[src/design/aif_pkg.sv]
// Shared constants and types of the ADC interrupt flag logic.
// Assumes a 200 MHz system clock and a 32-bit Avalon-MM register bus.
`default_nettype none

package aif_pkg;

  // ---------------------------------------------------------------------
  // Register byte offsets
  // ---------------------------------------------------------------------
  localparam logic [3:0] OFS_CTRL = 4'h0;
  localparam logic [3:0] OFS_LOCK = 4'h4;
  localparam logic [3:0] OFS_CMD  = 4'h8;
  localparam logic [3:0] OFS_IRQ  = 4'hc;

  // ---------------------------------------------------------------------
  // Field positions and reset values
  // ---------------------------------------------------------------------
  localparam int         CTRL_STP_EN  = 0;  // start_pulse_enable
  localparam int         CTRL_IRQ_M1  = 1;  // Pin mode bit 1
  localparam int         CTRL_BS_EN   = 2;  // Bitstream on pin
  localparam int         CTRL_MODE_LO = 3;  // Conversion mode, 2 bits
  localparam logic [7:0] CTRL_MASK    = 8'h1f;
  localparam logic [7:0] CTRL_RST     = 8'h01;
  localparam logic [7:0] LOCK_KEY     = 8'ha5;
  localparam int         CMD_START    = 0;
  localparam int         IRQ_POR      = 0;
  localparam int         IRQ_CRC      = 1;

  // ---------------------------------------------------------------------
  // Timing counts in modulator clock periods
  // ---------------------------------------------------------------------
  localparam logic [8:0] STARTUP_MCLK = 9'h100;
  localparam logic [8:0] STP_MCLK     = 9'h001;

  // ---------------------------------------------------------------------
  // Checksum settings
  // ---------------------------------------------------------------------
  localparam logic [15:0] CRC_POLY = 16'h8005;
  localparam logic [15:0] CRC_INIT = 16'hffff;

  // ---------------------------------------------------------------------
  // Types
  // ---------------------------------------------------------------------
  typedef enum logic [1:0] {
    MODE_ONESHOT = 2'h0,
    MODE_CONT    = 2'h1,
    MODE_SCAN    = 2'h2
  } aif_mode_t;

  typedef enum logic [1:0] {
    ST_IDLE  = 2'h0,
    ST_WAIT  = 2'h1,
    ST_PULSE = 2'h3,
    ST_RUN   = 2'h2
  } aif_st_t;

endpackage

`default_nettype wire

[src/design/aif_sync3.sv]
// Three-stage synchroniser with agreement filter.
// Assumes the input is asynchronous to clk_i.
`default_nettype none

module aif_sync3 (
  input  wire logic clk_i,
  input  wire logic rst_n_i,
  input  wire logic d_i,
  output logic      q_o
);

  typedef struct packed {
    logic [2:0] sh;
    logic       q;
  } aif_sync_t;

  aif_sync_t cur_ff;
  aif_sync_t nxt_ff;

  // Shift in; output follows once stages two and three agree
  always_comb
  begin
    nxt_ff = cur_ff;
    nxt_ff.sh = {cur_ff.sh[1:0], d_i};
    if (cur_ff.sh[1] == cur_ff.sh[2])
    begin
      nxt_ff.q = cur_ff.sh[2];
    end
  end

  // State register
  always_ff @(posedge clk_i or negedge rst_n_i)
  begin
    if (!rst_n_i)
    begin
      cur_ff <= '0;
    end
    else
    begin
      cur_ff <= nxt_ff;
    end
  end

  assign q_o = cur_ff.q;

endmodule // aif_sync3

`default_nettype wire

[src/design/aif_crc16.sv]
// Combinational CRC-16 over a parallel data word, MSB first.
// Assumes the caller registers the result where timing needs it.
`default_nettype none

module aif_crc16 #(
  parameter int          DATA_W = 8,
  parameter logic [15:0] POLY   = 16'h8005,
  parameter logic [15:0] INIT   = 16'hffff
) (
  input  wire logic [DATA_W-1:0] data_i,
  output logic      [15:0]       crc_o
);

  // Bitwise division loop
  always_comb
  begin
    logic [15:0] c;
    logic        fb;
    c  = INIT;
    fb = 1'b0;
    for (int i = DATA_W - 1; i >= 0; i--)
    begin
      fb = c[15] ^ data_i[i];
      c  = {c[14:0], 1'b0};
      if (fb)
      begin
        c = c ^ POLY;
      end
    end
    crc_o = c;
  end

endmodule // aif_crc16

`default_nettype wire

[src/design/aif_irq_top.sv]
// Interrupt flag logic: start pulse, power-loss and checksum error.
// Assumes Avalon-MM master on SYS_CLK_I; pins are asynchronous.
//
// Notes on behaviour
// Conversion start appears only on the pin, never in status flags.
// start_pulse_enable gates the start pulse; 1 enables, reset value 1.
// One-shot/continuous: pulse after 256 modulator clocks of start-up.
// Scan mode: pulse only at first conversion of first scan cycle.
// Start pulse drives pin low, released by itself after fixed width.
// Power-loss flag reads 0 in first status byte, then 1.
// Power loss between status bytes shows 0 in the later byte.
// No serial data while supplies are below threshold.
// Power-loss register bit is 0 after power-up, 1 after a full read.
// Power loss between register reads shows 0 on the second read.
// Pin goes low at once when either supply drops below threshold.
// Pin power-loss cleared only by chip-select fall with supplies ok.
// Power loss has top pin priority, even over the bitstream.
// Register map checksum computed continuously; mismatch raises error.
// Checksum error reads 0 in next status byte, then 1.
// Checksum error register bit 0 after error, 1 after a full read.
// Pin checksum error held until unlock key or start command.
// Unlock stops checksum; start command restarts it; both clear error.
// Checksum error outranks all but power loss, and the bitstream.
// Host restarts conversion if clock ran before lock, clearing error.
// Pin mode bit 1 set lets only power loss and checksum pull low; the bitstream still drives the pin when CTRL_BS_EN is set.
// Status flags latched at address detect, cleared at byte end.
// Checksum works only when locked; map is unlocked at power-up.
// Pin low while any enabled source is active, else released high.
`default_nettype none

module aif_irq_top
  import aif_pkg::*;
(
  input  wire logic        SYS_CLK_I,
  input  wire logic        RST_N_I,
  input  wire logic [3:0]  AVS_ADDRESS_I,
  input  wire logic        AVS_READ_I,
  input  wire logic        AVS_WRITE_I,
  input  wire logic [31:0] AVS_WRITEDATA_I,
  input  wire logic [3:0]  AVS_BYTEENABLE_I,
  output logic      [31:0] AVS_READDATA_O,
  output logic             AVS_WAITREQUEST_O,
  input  wire logic        MOD_CLK_I,
  input  wire logic        CS_N_I,
  input  wire logic        AVDD_OK_I,
  input  wire logic        DVDD_OK_I,
  input  wire logic        MOD_BITSTREAM_I,
  input  wire logic [7:0]  CFG_FAULT_I,
  input  wire logic        STAT_LATCH_I,
  input  wire logic        STAT_DONE_I,
  output logic      [1:0]  STAT_FLAGS_O,
  output logic             SERIAL_EN_O,
  output logic             IRQ_N_O
);

  // ---------------------------------------------------------------------
  // State
  // ---------------------------------------------------------------------
  typedef struct packed {
    aif_st_t     st;
    logic [8:0]  cnt;
    logic [7:0]  ctrl;
    logic        locked;
    logic [15:0] ref_crc;
    logic        err_lvl;
    logic        pwr_pin;
    logic        crc_pin;
    logic        pend_por_sb;
    logic        pend_crc_sb;
    logic        pend_por_rg;
    logic        pend_crc_rg;
    logic [1:0]  stat_flags;
    logic        serial_en;
    logic        ack;
    logic [31:0] rdata;
    logic        mclk_q;
    logic        cs_q;
    logic        sup_q;
  } aif_main_t;

  aif_main_t   cur_ff;
  aif_main_t   nxt_ff;

  logic        mclk_s;
  logic        cs_s;
  logic        avdd_s;
  logic        dvdd_s;
  logic        both_ok;
  logic        mclk_rise;
  logic        cs_fall;
  logic        pwr_evt;
  logic        req;
  logic        wr;
  logic        wr_ctrl;
  logic        wr_lock;
  logic        start_cmd;
  logic        unlock;
  logic        lock;
  logic        rd_irq;
  logic [15:0] crc_now;
  logic        err_now;
  logic        crc_evt;
  logic        stp_drive;
  logic        top_drive;

  // ---------------------------------------------------------------------
  // Pin synchronisers
  // ---------------------------------------------------------------------
  aif_sync3 u_sync_mclk (
    .clk_i   (SYS_CLK_I),
    .rst_n_i (RST_N_I),
    .d_i     (MOD_CLK_I),
    .q_o     (mclk_s)
  );

  aif_sync3 u_sync_cs (
    .clk_i   (SYS_CLK_I),
    .rst_n_i (RST_N_I),
    .d_i     (CS_N_I),
    .q_o     (cs_s)
  );

  aif_sync3 u_sync_avdd (
    .clk_i   (SYS_CLK_I),
    .rst_n_i (RST_N_I),
    .d_i     (AVDD_OK_I),
    .q_o     (avdd_s)
  );

  aif_sync3 u_sync_dvdd (
    .clk_i   (SYS_CLK_I),
    .rst_n_i (RST_N_I),
    .d_i     (DVDD_OK_I),
    .q_o     (dvdd_s)
  );

  // ---------------------------------------------------------------------
  // Checksum over the configuration, disturbed by the fault input
  // ---------------------------------------------------------------------
  aif_crc16 #(
    .DATA_W (8),
    .POLY   (CRC_POLY),
    .INIT   (CRC_INIT)
  ) u_crc (
    .data_i (cur_ff.ctrl ^ CFG_FAULT_I),
    .crc_o  (crc_now)
  );

  // ---------------------------------------------------------------------
  // Event decode
  // ---------------------------------------------------------------------
  // Edges of the synchronised pins
  assign both_ok   = avdd_s & dvdd_s;
  assign mclk_rise = mclk_s & ~cur_ff.mclk_q;
  assign cs_fall   = ~cs_s & cur_ff.cs_q;
  assign pwr_evt   = ~both_ok & cur_ff.sup_q;

  // Bus strobes; an access takes effect on its second cycle
  assign req       = AVS_READ_I | AVS_WRITE_I;
  assign wr        = AVS_WRITE_I & cur_ff.ack & AVS_BYTEENABLE_I[0];
  assign wr_ctrl   = wr & (AVS_ADDRESS_I == OFS_CTRL) & ~cur_ff.locked;
  assign wr_lock   = wr & (AVS_ADDRESS_I == OFS_LOCK);
  assign start_cmd = wr & (AVS_ADDRESS_I == OFS_CMD)
                   & AVS_WRITEDATA_I[CMD_START];
  assign unlock    = wr_lock & (AVS_WRITEDATA_I[7:0] == LOCK_KEY);
  assign lock      = wr_lock & ~unlock;
  assign rd_irq    = AVS_READ_I & cur_ff.ack
                   & (AVS_ADDRESS_I == OFS_IRQ);

  // Checksum mismatch only counts while locked
  assign err_now   = cur_ff.locked & (crc_now != cur_ff.ref_crc);
  assign crc_evt   = err_now & ~cur_ff.err_lvl
                   & ~start_cmd & ~unlock;

  // ---------------------------------------------------------------------
  // Pin priority
  // ---------------------------------------------------------------------
  // Start pulse only reaches the pin, gated by enable and mode bit 1
  assign stp_drive = (cur_ff.st == ST_PULSE)
                   & cur_ff.ctrl[CTRL_STP_EN]
                   & ~cur_ff.ctrl[CTRL_IRQ_M1]; // see see
  assign top_drive = cur_ff.pwr_pin | cur_ff.crc_pin; // see

  // Power loss, then checksum, then bitstream or start pulse
  always_comb
  begin
    if (top_drive)
    begin
      IRQ_N_O = 1'b0;
    end
    else if (cur_ff.ctrl[CTRL_BS_EN])
    begin
      IRQ_N_O = MOD_BITSTREAM_I;
    end
    else
    begin
      IRQ_N_O = ~stp_drive;
    end
  end

  // ---------------------------------------------------------------------
  // Next state
  // ---------------------------------------------------------------------
  always_comb
  begin
    nxt_ff = cur_ff;
    nxt_ff.mclk_q    = mclk_s;
    nxt_ff.cs_q      = cs_s;
    nxt_ff.sup_q     = both_ok;
    nxt_ff.err_lvl   = err_now;
    nxt_ff.serial_en = both_ok;
    nxt_ff.ack       = req & ~cur_ff.ack;

    // Conversion start sequencer, one pulse per start command
    case (cur_ff.st)
      ST_IDLE:
      begin
        nxt_ff.cnt = 9'h000;
      end
      ST_WAIT:
      begin
        if (mclk_rise)
        begin
          if (cur_ff.cnt == STARTUP_MCLK - 9'h001)
          begin
            nxt_ff.st  = ST_PULSE;
            nxt_ff.cnt = 9'h000;
          end
          else
          begin
            nxt_ff.cnt = cur_ff.cnt + 9'h001;
          end
        end
      end
      ST_PULSE:
      begin
        if (mclk_rise)
        begin
          if (cur_ff.cnt == STP_MCLK - 9'h001)
          begin
            nxt_ff.cnt = 9'h000;
            if (cur_ff.ctrl[CTRL_MODE_LO +: 2] == MODE_ONESHOT)
            begin
              nxt_ff.st = ST_IDLE;
            end
            else
            begin
              nxt_ff.st = ST_RUN;
            end
          end
          else
          begin
            nxt_ff.cnt = cur_ff.cnt + 9'h001;
          end
        end
      end
      ST_RUN:
      begin
        nxt_ff.cnt = 9'h000;
      end
      default:
      begin
        nxt_ff.st  = ST_IDLE;
        nxt_ff.cnt = 9'h000;
      end
    endcase
    if (start_cmd)
    begin
      nxt_ff.st  = ST_WAIT;
      nxt_ff.cnt = 9'h000;
    end

    // Register map writes and lock key
    if (wr_ctrl)
    begin
      nxt_ff.ctrl = AVS_WRITEDATA_I[7:0] & CTRL_MASK;
    end
    if (unlock)
    begin
      nxt_ff.locked = 1'b0;
    end
    else if (lock)
    begin
      nxt_ff.locked  = 1'b1;
      nxt_ff.ref_crc = crc_now;
    end
    if (start_cmd & cur_ff.locked)
    begin
      nxt_ff.ref_crc = crc_now; // see
    end

    // Pin power loss: set wins over the chip-select clear
    nxt_ff.pwr_pin = ~both_ok
                   | (cur_ff.pwr_pin & ~(cs_fall & both_ok)); // see

    // Pin checksum error held until unlock or start
    if (start_cmd | unlock)
    begin
      nxt_ff.crc_pin = 1'b0;
    end
    else
    begin
      nxt_ff.crc_pin = cur_ff.crc_pin | crc_evt;
    end

    // Status byte: latch at address detect, clear at byte end
    if (STAT_LATCH_I & both_ok)
    begin
      nxt_ff.stat_flags = {~cur_ff.pend_crc_sb, ~cur_ff.pend_por_sb};
    end
    nxt_ff.pend_por_sb = (cur_ff.pend_por_sb & ~STAT_DONE_I)
                       | pwr_evt; // see
    nxt_ff.pend_crc_sb = (cur_ff.pend_crc_sb & ~STAT_DONE_I)
                       | crc_evt;

    // Interrupt register: cleared once its read completes
    nxt_ff.pend_por_rg = (cur_ff.pend_por_rg & ~rd_irq)
                       | pwr_evt; // see
    nxt_ff.pend_crc_rg = (cur_ff.pend_crc_rg & ~rd_irq)
                       | crc_evt;

    // Read data captured in the first access cycle
    if (req & ~cur_ff.ack)
    begin
      case (AVS_ADDRESS_I)
        OFS_CTRL: nxt_ff.rdata = {24'h000000, cur_ff.ctrl};
        OFS_LOCK: nxt_ff.rdata = {31'h00000000, cur_ff.locked};
        OFS_IRQ:
        begin
          nxt_ff.rdata = 32'h00000000;
          nxt_ff.rdata[IRQ_POR] = ~cur_ff.pend_por_rg;
          nxt_ff.rdata[IRQ_CRC] = ~cur_ff.pend_crc_rg;
        end
        default:  nxt_ff.rdata = 32'h00000000;
      endcase
    end
  end

  // ---------------------------------------------------------------------
  // State register
  // ---------------------------------------------------------------------
  always_ff @(posedge SYS_CLK_I or negedge RST_N_I)
  begin
    if (!RST_N_I)
    begin
      cur_ff             <= '0;
      cur_ff.st          <= ST_IDLE;
      cur_ff.ctrl        <= CTRL_RST;
      cur_ff.pwr_pin     <= 1'b1;
      cur_ff.pend_por_sb <= 1'b1;
      cur_ff.pend_por_rg <= 1'b1;
      cur_ff.stat_flags  <= 2'h3;
    end
    else
    begin
      cur_ff <= nxt_ff;
    end
  end

  // Outputs
  assign AVS_READDATA_O    = cur_ff.rdata;
  assign AVS_WAITREQUEST_O = req & ~cur_ff.ack;
  assign STAT_FLAGS_O      = cur_ff.stat_flags;
  assign SERIAL_EN_O       = cur_ff.serial_en;

  // ---------------------------------------------------------------------
  // Assertions
  // ---------------------------------------------------------------------
  a_pwr_pin_low: assert property (@(posedge SYS_CLK_I) disable iff (!RST_N_I)
    !both_ok |=> !IRQ_N_O)
    else $error("pin not low on supply drop");

  a_pwr_pin_hold: assert property (@(posedge SYS_CLK_I)
    disable iff (!RST_N_I)
    cur_ff.pwr_pin && !(cs_fall && both_ok) |=> cur_ff.pwr_pin)
    else $error("power-loss pin cleared without cs fall");

  a_crc_over_rest: assert property (@(posedge SYS_CLK_I)
    disable iff (!RST_N_I)
    cur_ff.crc_pin |-> !IRQ_N_O)
    else $error("checksum error not on pin");

  a_mode_mask: assert property (@(posedge SYS_CLK_I) disable iff (!RST_N_I)
    cur_ff.ctrl[CTRL_IRQ_M1] && !top_drive && !cur_ff.ctrl[CTRL_BS_EN]
    |-> IRQ_N_O)
    else $error("masked source pulled pin low");

  a_startup_delay: assert property (@(posedge SYS_CLK_I)
    disable iff (!RST_N_I)
    cur_ff.st == ST_WAIT && mclk_rise && !start_cmd
    && cur_ff.cnt == STARTUP_MCLK - 9'h001 |=> cur_ff.st == ST_PULSE)
    else $error("start pulse not after start-up delay");

  a_low_has_cause: assert property (@(posedge SYS_CLK_I)
    disable iff (!RST_N_I)
    !IRQ_N_O |-> top_drive || (cur_ff.ctrl[CTRL_BS_EN] && !MOD_BITSTREAM_I)
    || (cur_ff.st == ST_PULSE && cur_ff.ctrl[CTRL_STP_EN])) // see
    else $error("pin low with no source");

  a_sb_clear: assert property (@(posedge SYS_CLK_I) disable iff (!RST_N_I)
    STAT_DONE_I && !pwr_evt |=> !cur_ff.pend_por_sb) // see
    else $error("power-loss flag not cleared after byte");

  a_unlock_clears: assert property (@(posedge SYS_CLK_I)
    disable iff (!RST_N_I)
    unlock |=> !cur_ff.crc_pin && !cur_ff.locked)
    else $error("unlock did not clear checksum error");

  a_read_clears: assert property (@(posedge SYS_CLK_I) disable iff (!RST_N_I)
    rd_irq && !crc_evt |=> !cur_ff.pend_crc_rg)
    else $error("register read did not clear checksum bit");

  a_one_pulse: assert property (@(posedge SYS_CLK_I) disable iff (!RST_N_I)
    cur_ff.st == ST_RUN && !start_cmd |=> cur_ff.st == ST_RUN)
    else $error("second start pulse without start command");

endmodule // aif_irq_top

`default_nettype wire

[config.mk]
export PLATFORM = sky130hd
export DESIGN_NAME = aif_irq_top
export DESIGN_NICKNAME = d
export VERILOG_FILES = /design/src/design/aif_pkg.sv /design/src/design/aif_sync3.sv /design/src/design/aif_crc16.sv /design/src/design/aif_irq_top.sv
export SDC_FILE = /design/constraint.sdc
export NUM_CORES = 1
export LEC_CHECK = 0
export BUFFER_PORTS_ARGS = -buffer_cell sky130_fd_sc_hd__buf_2
export CORE_MARGIN = 2
export CORE_UTILIZATION = 48
export DETAILED_ROUTE_END_ITERATION = 8
export PLACE_DENSITY = 0.75
export SYNTH_ARGS = -nofsm -noshare
export SYNTH_HDL_FRONTEND = slang
export SYNTH_HIERARCHICAL = 1
export SYNTH_SLANG_ARGS = --single-unit
[constraint.sdc]
create_clock -name SYS_CLK_I -period 2.6 [get_ports SYS_CLK_I]
set_input_delay 0 -clock SYS_CLK_I [delete_from_list [all_inputs] [get_ports SYS_CLK_I]]
set_output_delay 0 -clock SYS_CLK_I [all_outputs]
set_load 0.005 [all_outputs]
==> flow_summary.json <==
{
  "placed_cells": 441,
  "yosysMostFrequentCell": "dfrtp_1",
  "r2r-start": "cur_ff[67]",
  "seq_power_share": 0.484,
  "track_usage": 0.172,
  "maxSlewHeadroom": 0.476,
  "dp_slack_ns": 0.0306,
  "reg2reg_to": "cur_ff[39]",
  "min_path_type": "input pin to flop",
  "postCtsSetupBuffers": 0,
  "hold_viol": 0,
  "antenna_cells": 0,
  "first_pass_iters": 4,
  "pwr-share-comb": 0.177,
  "die_x_um": 89.7,
  "cts_tree": "done",
  "nNetsFinal": 429,
  "synth_cells": 309,
  "finalSetupTns_ns": 0,
  "drv_cap": 0,
  "hold_path_end": "cur_ff[62]",
  "critPathMaxFanout": 4,
  "initial_utilization": 0.491,
  "clockPowerShare": 0.339,
  "routabilityCongestion": 0.858,
  "coreArea_mm2": 0.00718,
  "final_cells": 470,
  "clock-sinks": 67,
  "rows": 31,
  "busiest_layer": "met1",
  "synth_ff_type": "dfrtp_1",
  "drv_slew": 0,
  "gr-usage-met2": 0.242,
  "crit_required_ns": 2.82,
  "wl_um": 6260,
  "avgSynthCellArea_um2": 11.4,
  "die_area_mm2": 0.00804,
  "fp.dieH_um": 89.7,
  "dp.final_hpwl_um": 4520,
  "hold_start": "AVS_ADDRESS_I[1]",
  "drcViolationCount": 0,
  "cts_buffer_depth": 2,
  "synth_edf_count": 0,
  "final.setup_skew_ns": 0.0104,
  "ys_warn_count": 6,
  "worst_slack_ns": 0.0856,
  "tightest_slew_ns": 0.780,
  "yosysUniqueCellTypes": 56,
  "synth_seq_cells": 67,
  "n_fill_cell": 622,
  "p_switching_mw": 0.730,
  "ff2ff_setup_slack_ns": 0.09,
  "worstRegToRegCells": 8,
  "syn_to_final_growth_pct": 15.0,
  "setup_violations": 0,
  "synth.area.top_cells": "dfrtp_1, buf_4, dfstp_2, xnor2_1, mux2_2",
  "grt_overflow": 0,
  "fmax_mhz": 398,
  "status": "finished clean",
  "io_pins": 96,
  "cts_made_buffers": 9,
  "timing.hold.worst_path_depth": 4,
  "crit_arrival_ns": 2.74,
  "cts-htree-levels": 3,
  "clk_pin_slew_ns": 0.08,
  "power_report.internal_total_mw": 1.85,
  "drt_iter0_drc": 148,
  "critical_path_class": "flop to flop",
  "crit_path_end_kind": "flop",
  "vias": 2340,
  "drtAntennaViolNets": 0,
  "hold_ws_ns": 0.0620,
  "grtUsageMet3": 0.0484,
  "netlist_area_mm2": 0.00352,
  "switching_share": 0.283,
  "fin_crit_sh": 0.967,
  "clk_latency_ns": 0.35,
  "p_leak_nw": 1.90,
  "grt_max_degree": 38,
  "grt_pass1_vias": 2130,
  "yosysTopAreaCell": "dfrtp_1",
  "ys_seq_area_frac": 0.478,
  "viasPerCell": 4.98,
  "synthArstFlopShare": 1.00,
  "grt_setup_unrepaired": "no",
  "worst_setup_path_start_kind": "flop",
  "synth_common_cells": "dfrtp_1, buf_4, nand2_1, xnor2_1, inv_1",
  "power_density_mw_per_mm2": 637,
  "grt_pass1_wl_um": 10300,
  "synth_largest_type_area_fraction": 0.433,
  "ir_worst_vdd_mv": 0.372,
  "fin_crit_ns": 2.51,
  "antenna_found_initial": 0,
  "cts_root_buf": "clkbuf_8",
  "fin_area_mm2": 0.00405,
  "met1_usage": 0.248,
  "placed_area_mm2": 0.00370,
  "numPortBuffers": 41,
  "wl_per_cell_um": 13.3,
  "drive_gt1_frac": 0.275
}
==> final cells by class <==
type                    count  area [µm²]  share of cell area
inverters                  14        52.6              0.0130
clock buffers               9         124              0.0306
multi-input cells         212        1600               0.394
clock inverters             7        76.3              0.0188
flip-flops and latches     67        1680               0.416
well taps                  99         124              0.0306
repair buffers             62         395              0.0976
==> repair_timing <==
| item | in CTS | in global routing |
|---|---|---|
| endpoints found under the hold margin | 79 | 0 |
| pin swaps | 1 | 1 |
| hold buffers | 13 | 0 |
| gates resized for setup | 1 | 2 |
| endpoints found under the setup margin | 2 | 3 |
==> cells by family (layout without fill, tap and decap cells) <==
group,after synthesis,after routing,share of synthesized area
and+or+nand+nor,72,72,0.117
xor gates and xnor gates,33,33,0.103
buffers and inverters,60,92,0.109
other,2,32,0.00213
AOI/OAI and AO/OA,43,43,0.0870
muxes,24,24,0.0757
DFF,67,67,0.478
adders and majority gates,8,8,0.0270
==> metal layers <==
| layer | vias to the layer above | routed length (µm) |
|---|---|---|
| met2 | 76 | 2890 |
| met5 | - | 0 |
| met3 | 8 | 403 |
| li1 | 1133 | - |
| met4 | 0 | 70 |
| met1 | 1123 | 2900 |
==> sequential cells by signal, indices dropped and copies added (netlist names) <==
register and cells:
u_sync_mclk/cur_ff 3, AVS_READDATA_O 5, u_sync_dvdd/q_o 1, STAT_FLAGS_O 2, u_sync_cs/q_o 1, u_sync_dvdd/cur_ff 3, u_sync_mclk/q_o 1, u_sync_cs/cur_ff 3
u_sync_avdd/q_o 1, u_sync_avdd/cur_ff 3, cur_ff 44
==> critical path, stage by stage, from the launching register on <==
cell,delay [ns]
dfrtp_1,0.39
xor2_1,0.25
xor3_2,0.44
xor3_1,0.41
xnor2_1,0.17
nand4_1,0.12
o41ai_2,0.36
buf_4,0.18
o31ai_1,0.07
==> power by group through the flow <==
stage	combinational, mW	clock, mW	sequential (mW)
floorplan	0.374	0	1.24
global placement	0.425	0	1.26
detailed placement	0.437	0	1.27
CTS	0.460	0.901	1.25
global route	0.512	0.943	1.27
finish	0.456	0.873	1.25
==> stage by stage <==
stage	utilization	total power, mW
after floorplan	-	1.62
after global placement	0.515	1.69
after CTS	0.563	2.61
final	0.565	2.58
after global routing	0.565	2.72
after detailed placement	0.515	1.71
==> worst max path at each step <==
| stage | start | endpoint |
|---|---|---|
| final | cur_ff[67] | cur_ff[39] |
| after global routing | cur_ff[67] | cur_ff[39] |
| after CTS | cur_ff[66] | cur_ff[39] |
| after detailed placement | cur_ff[66] | cur_ff[41] |
| after global placement | cur_ff[66] | cur_ff[41] |
| after floorplan | cur_ff[67] | cur_ff[41] |
==> placed cells by master (no fill, tap or decap), drive strengths merged, types with 3 or more instances in the layout <==
cell	Yosys	final
clkbuf	3	9
nor2	4	4
xor3	4	4
a22o	5	5
dlygate4sd3	0	13
nand4	6	6
conb	2	32
dfstp	6	6
o31ai	4	4
dfrtp	61	61
and3	4	4
mux2i	3	3
nand2	24	24
xnor2	17	17
nor3	8	8
maj3	4	4
o22ai	3	3
ha	4	4
xor2	11	11
inv	14	16
buf	43	49
a31oi	6	6
mux2	21	21
nand3	11	11
o21ai	11	11
Power figures use the tool's default switching activity.
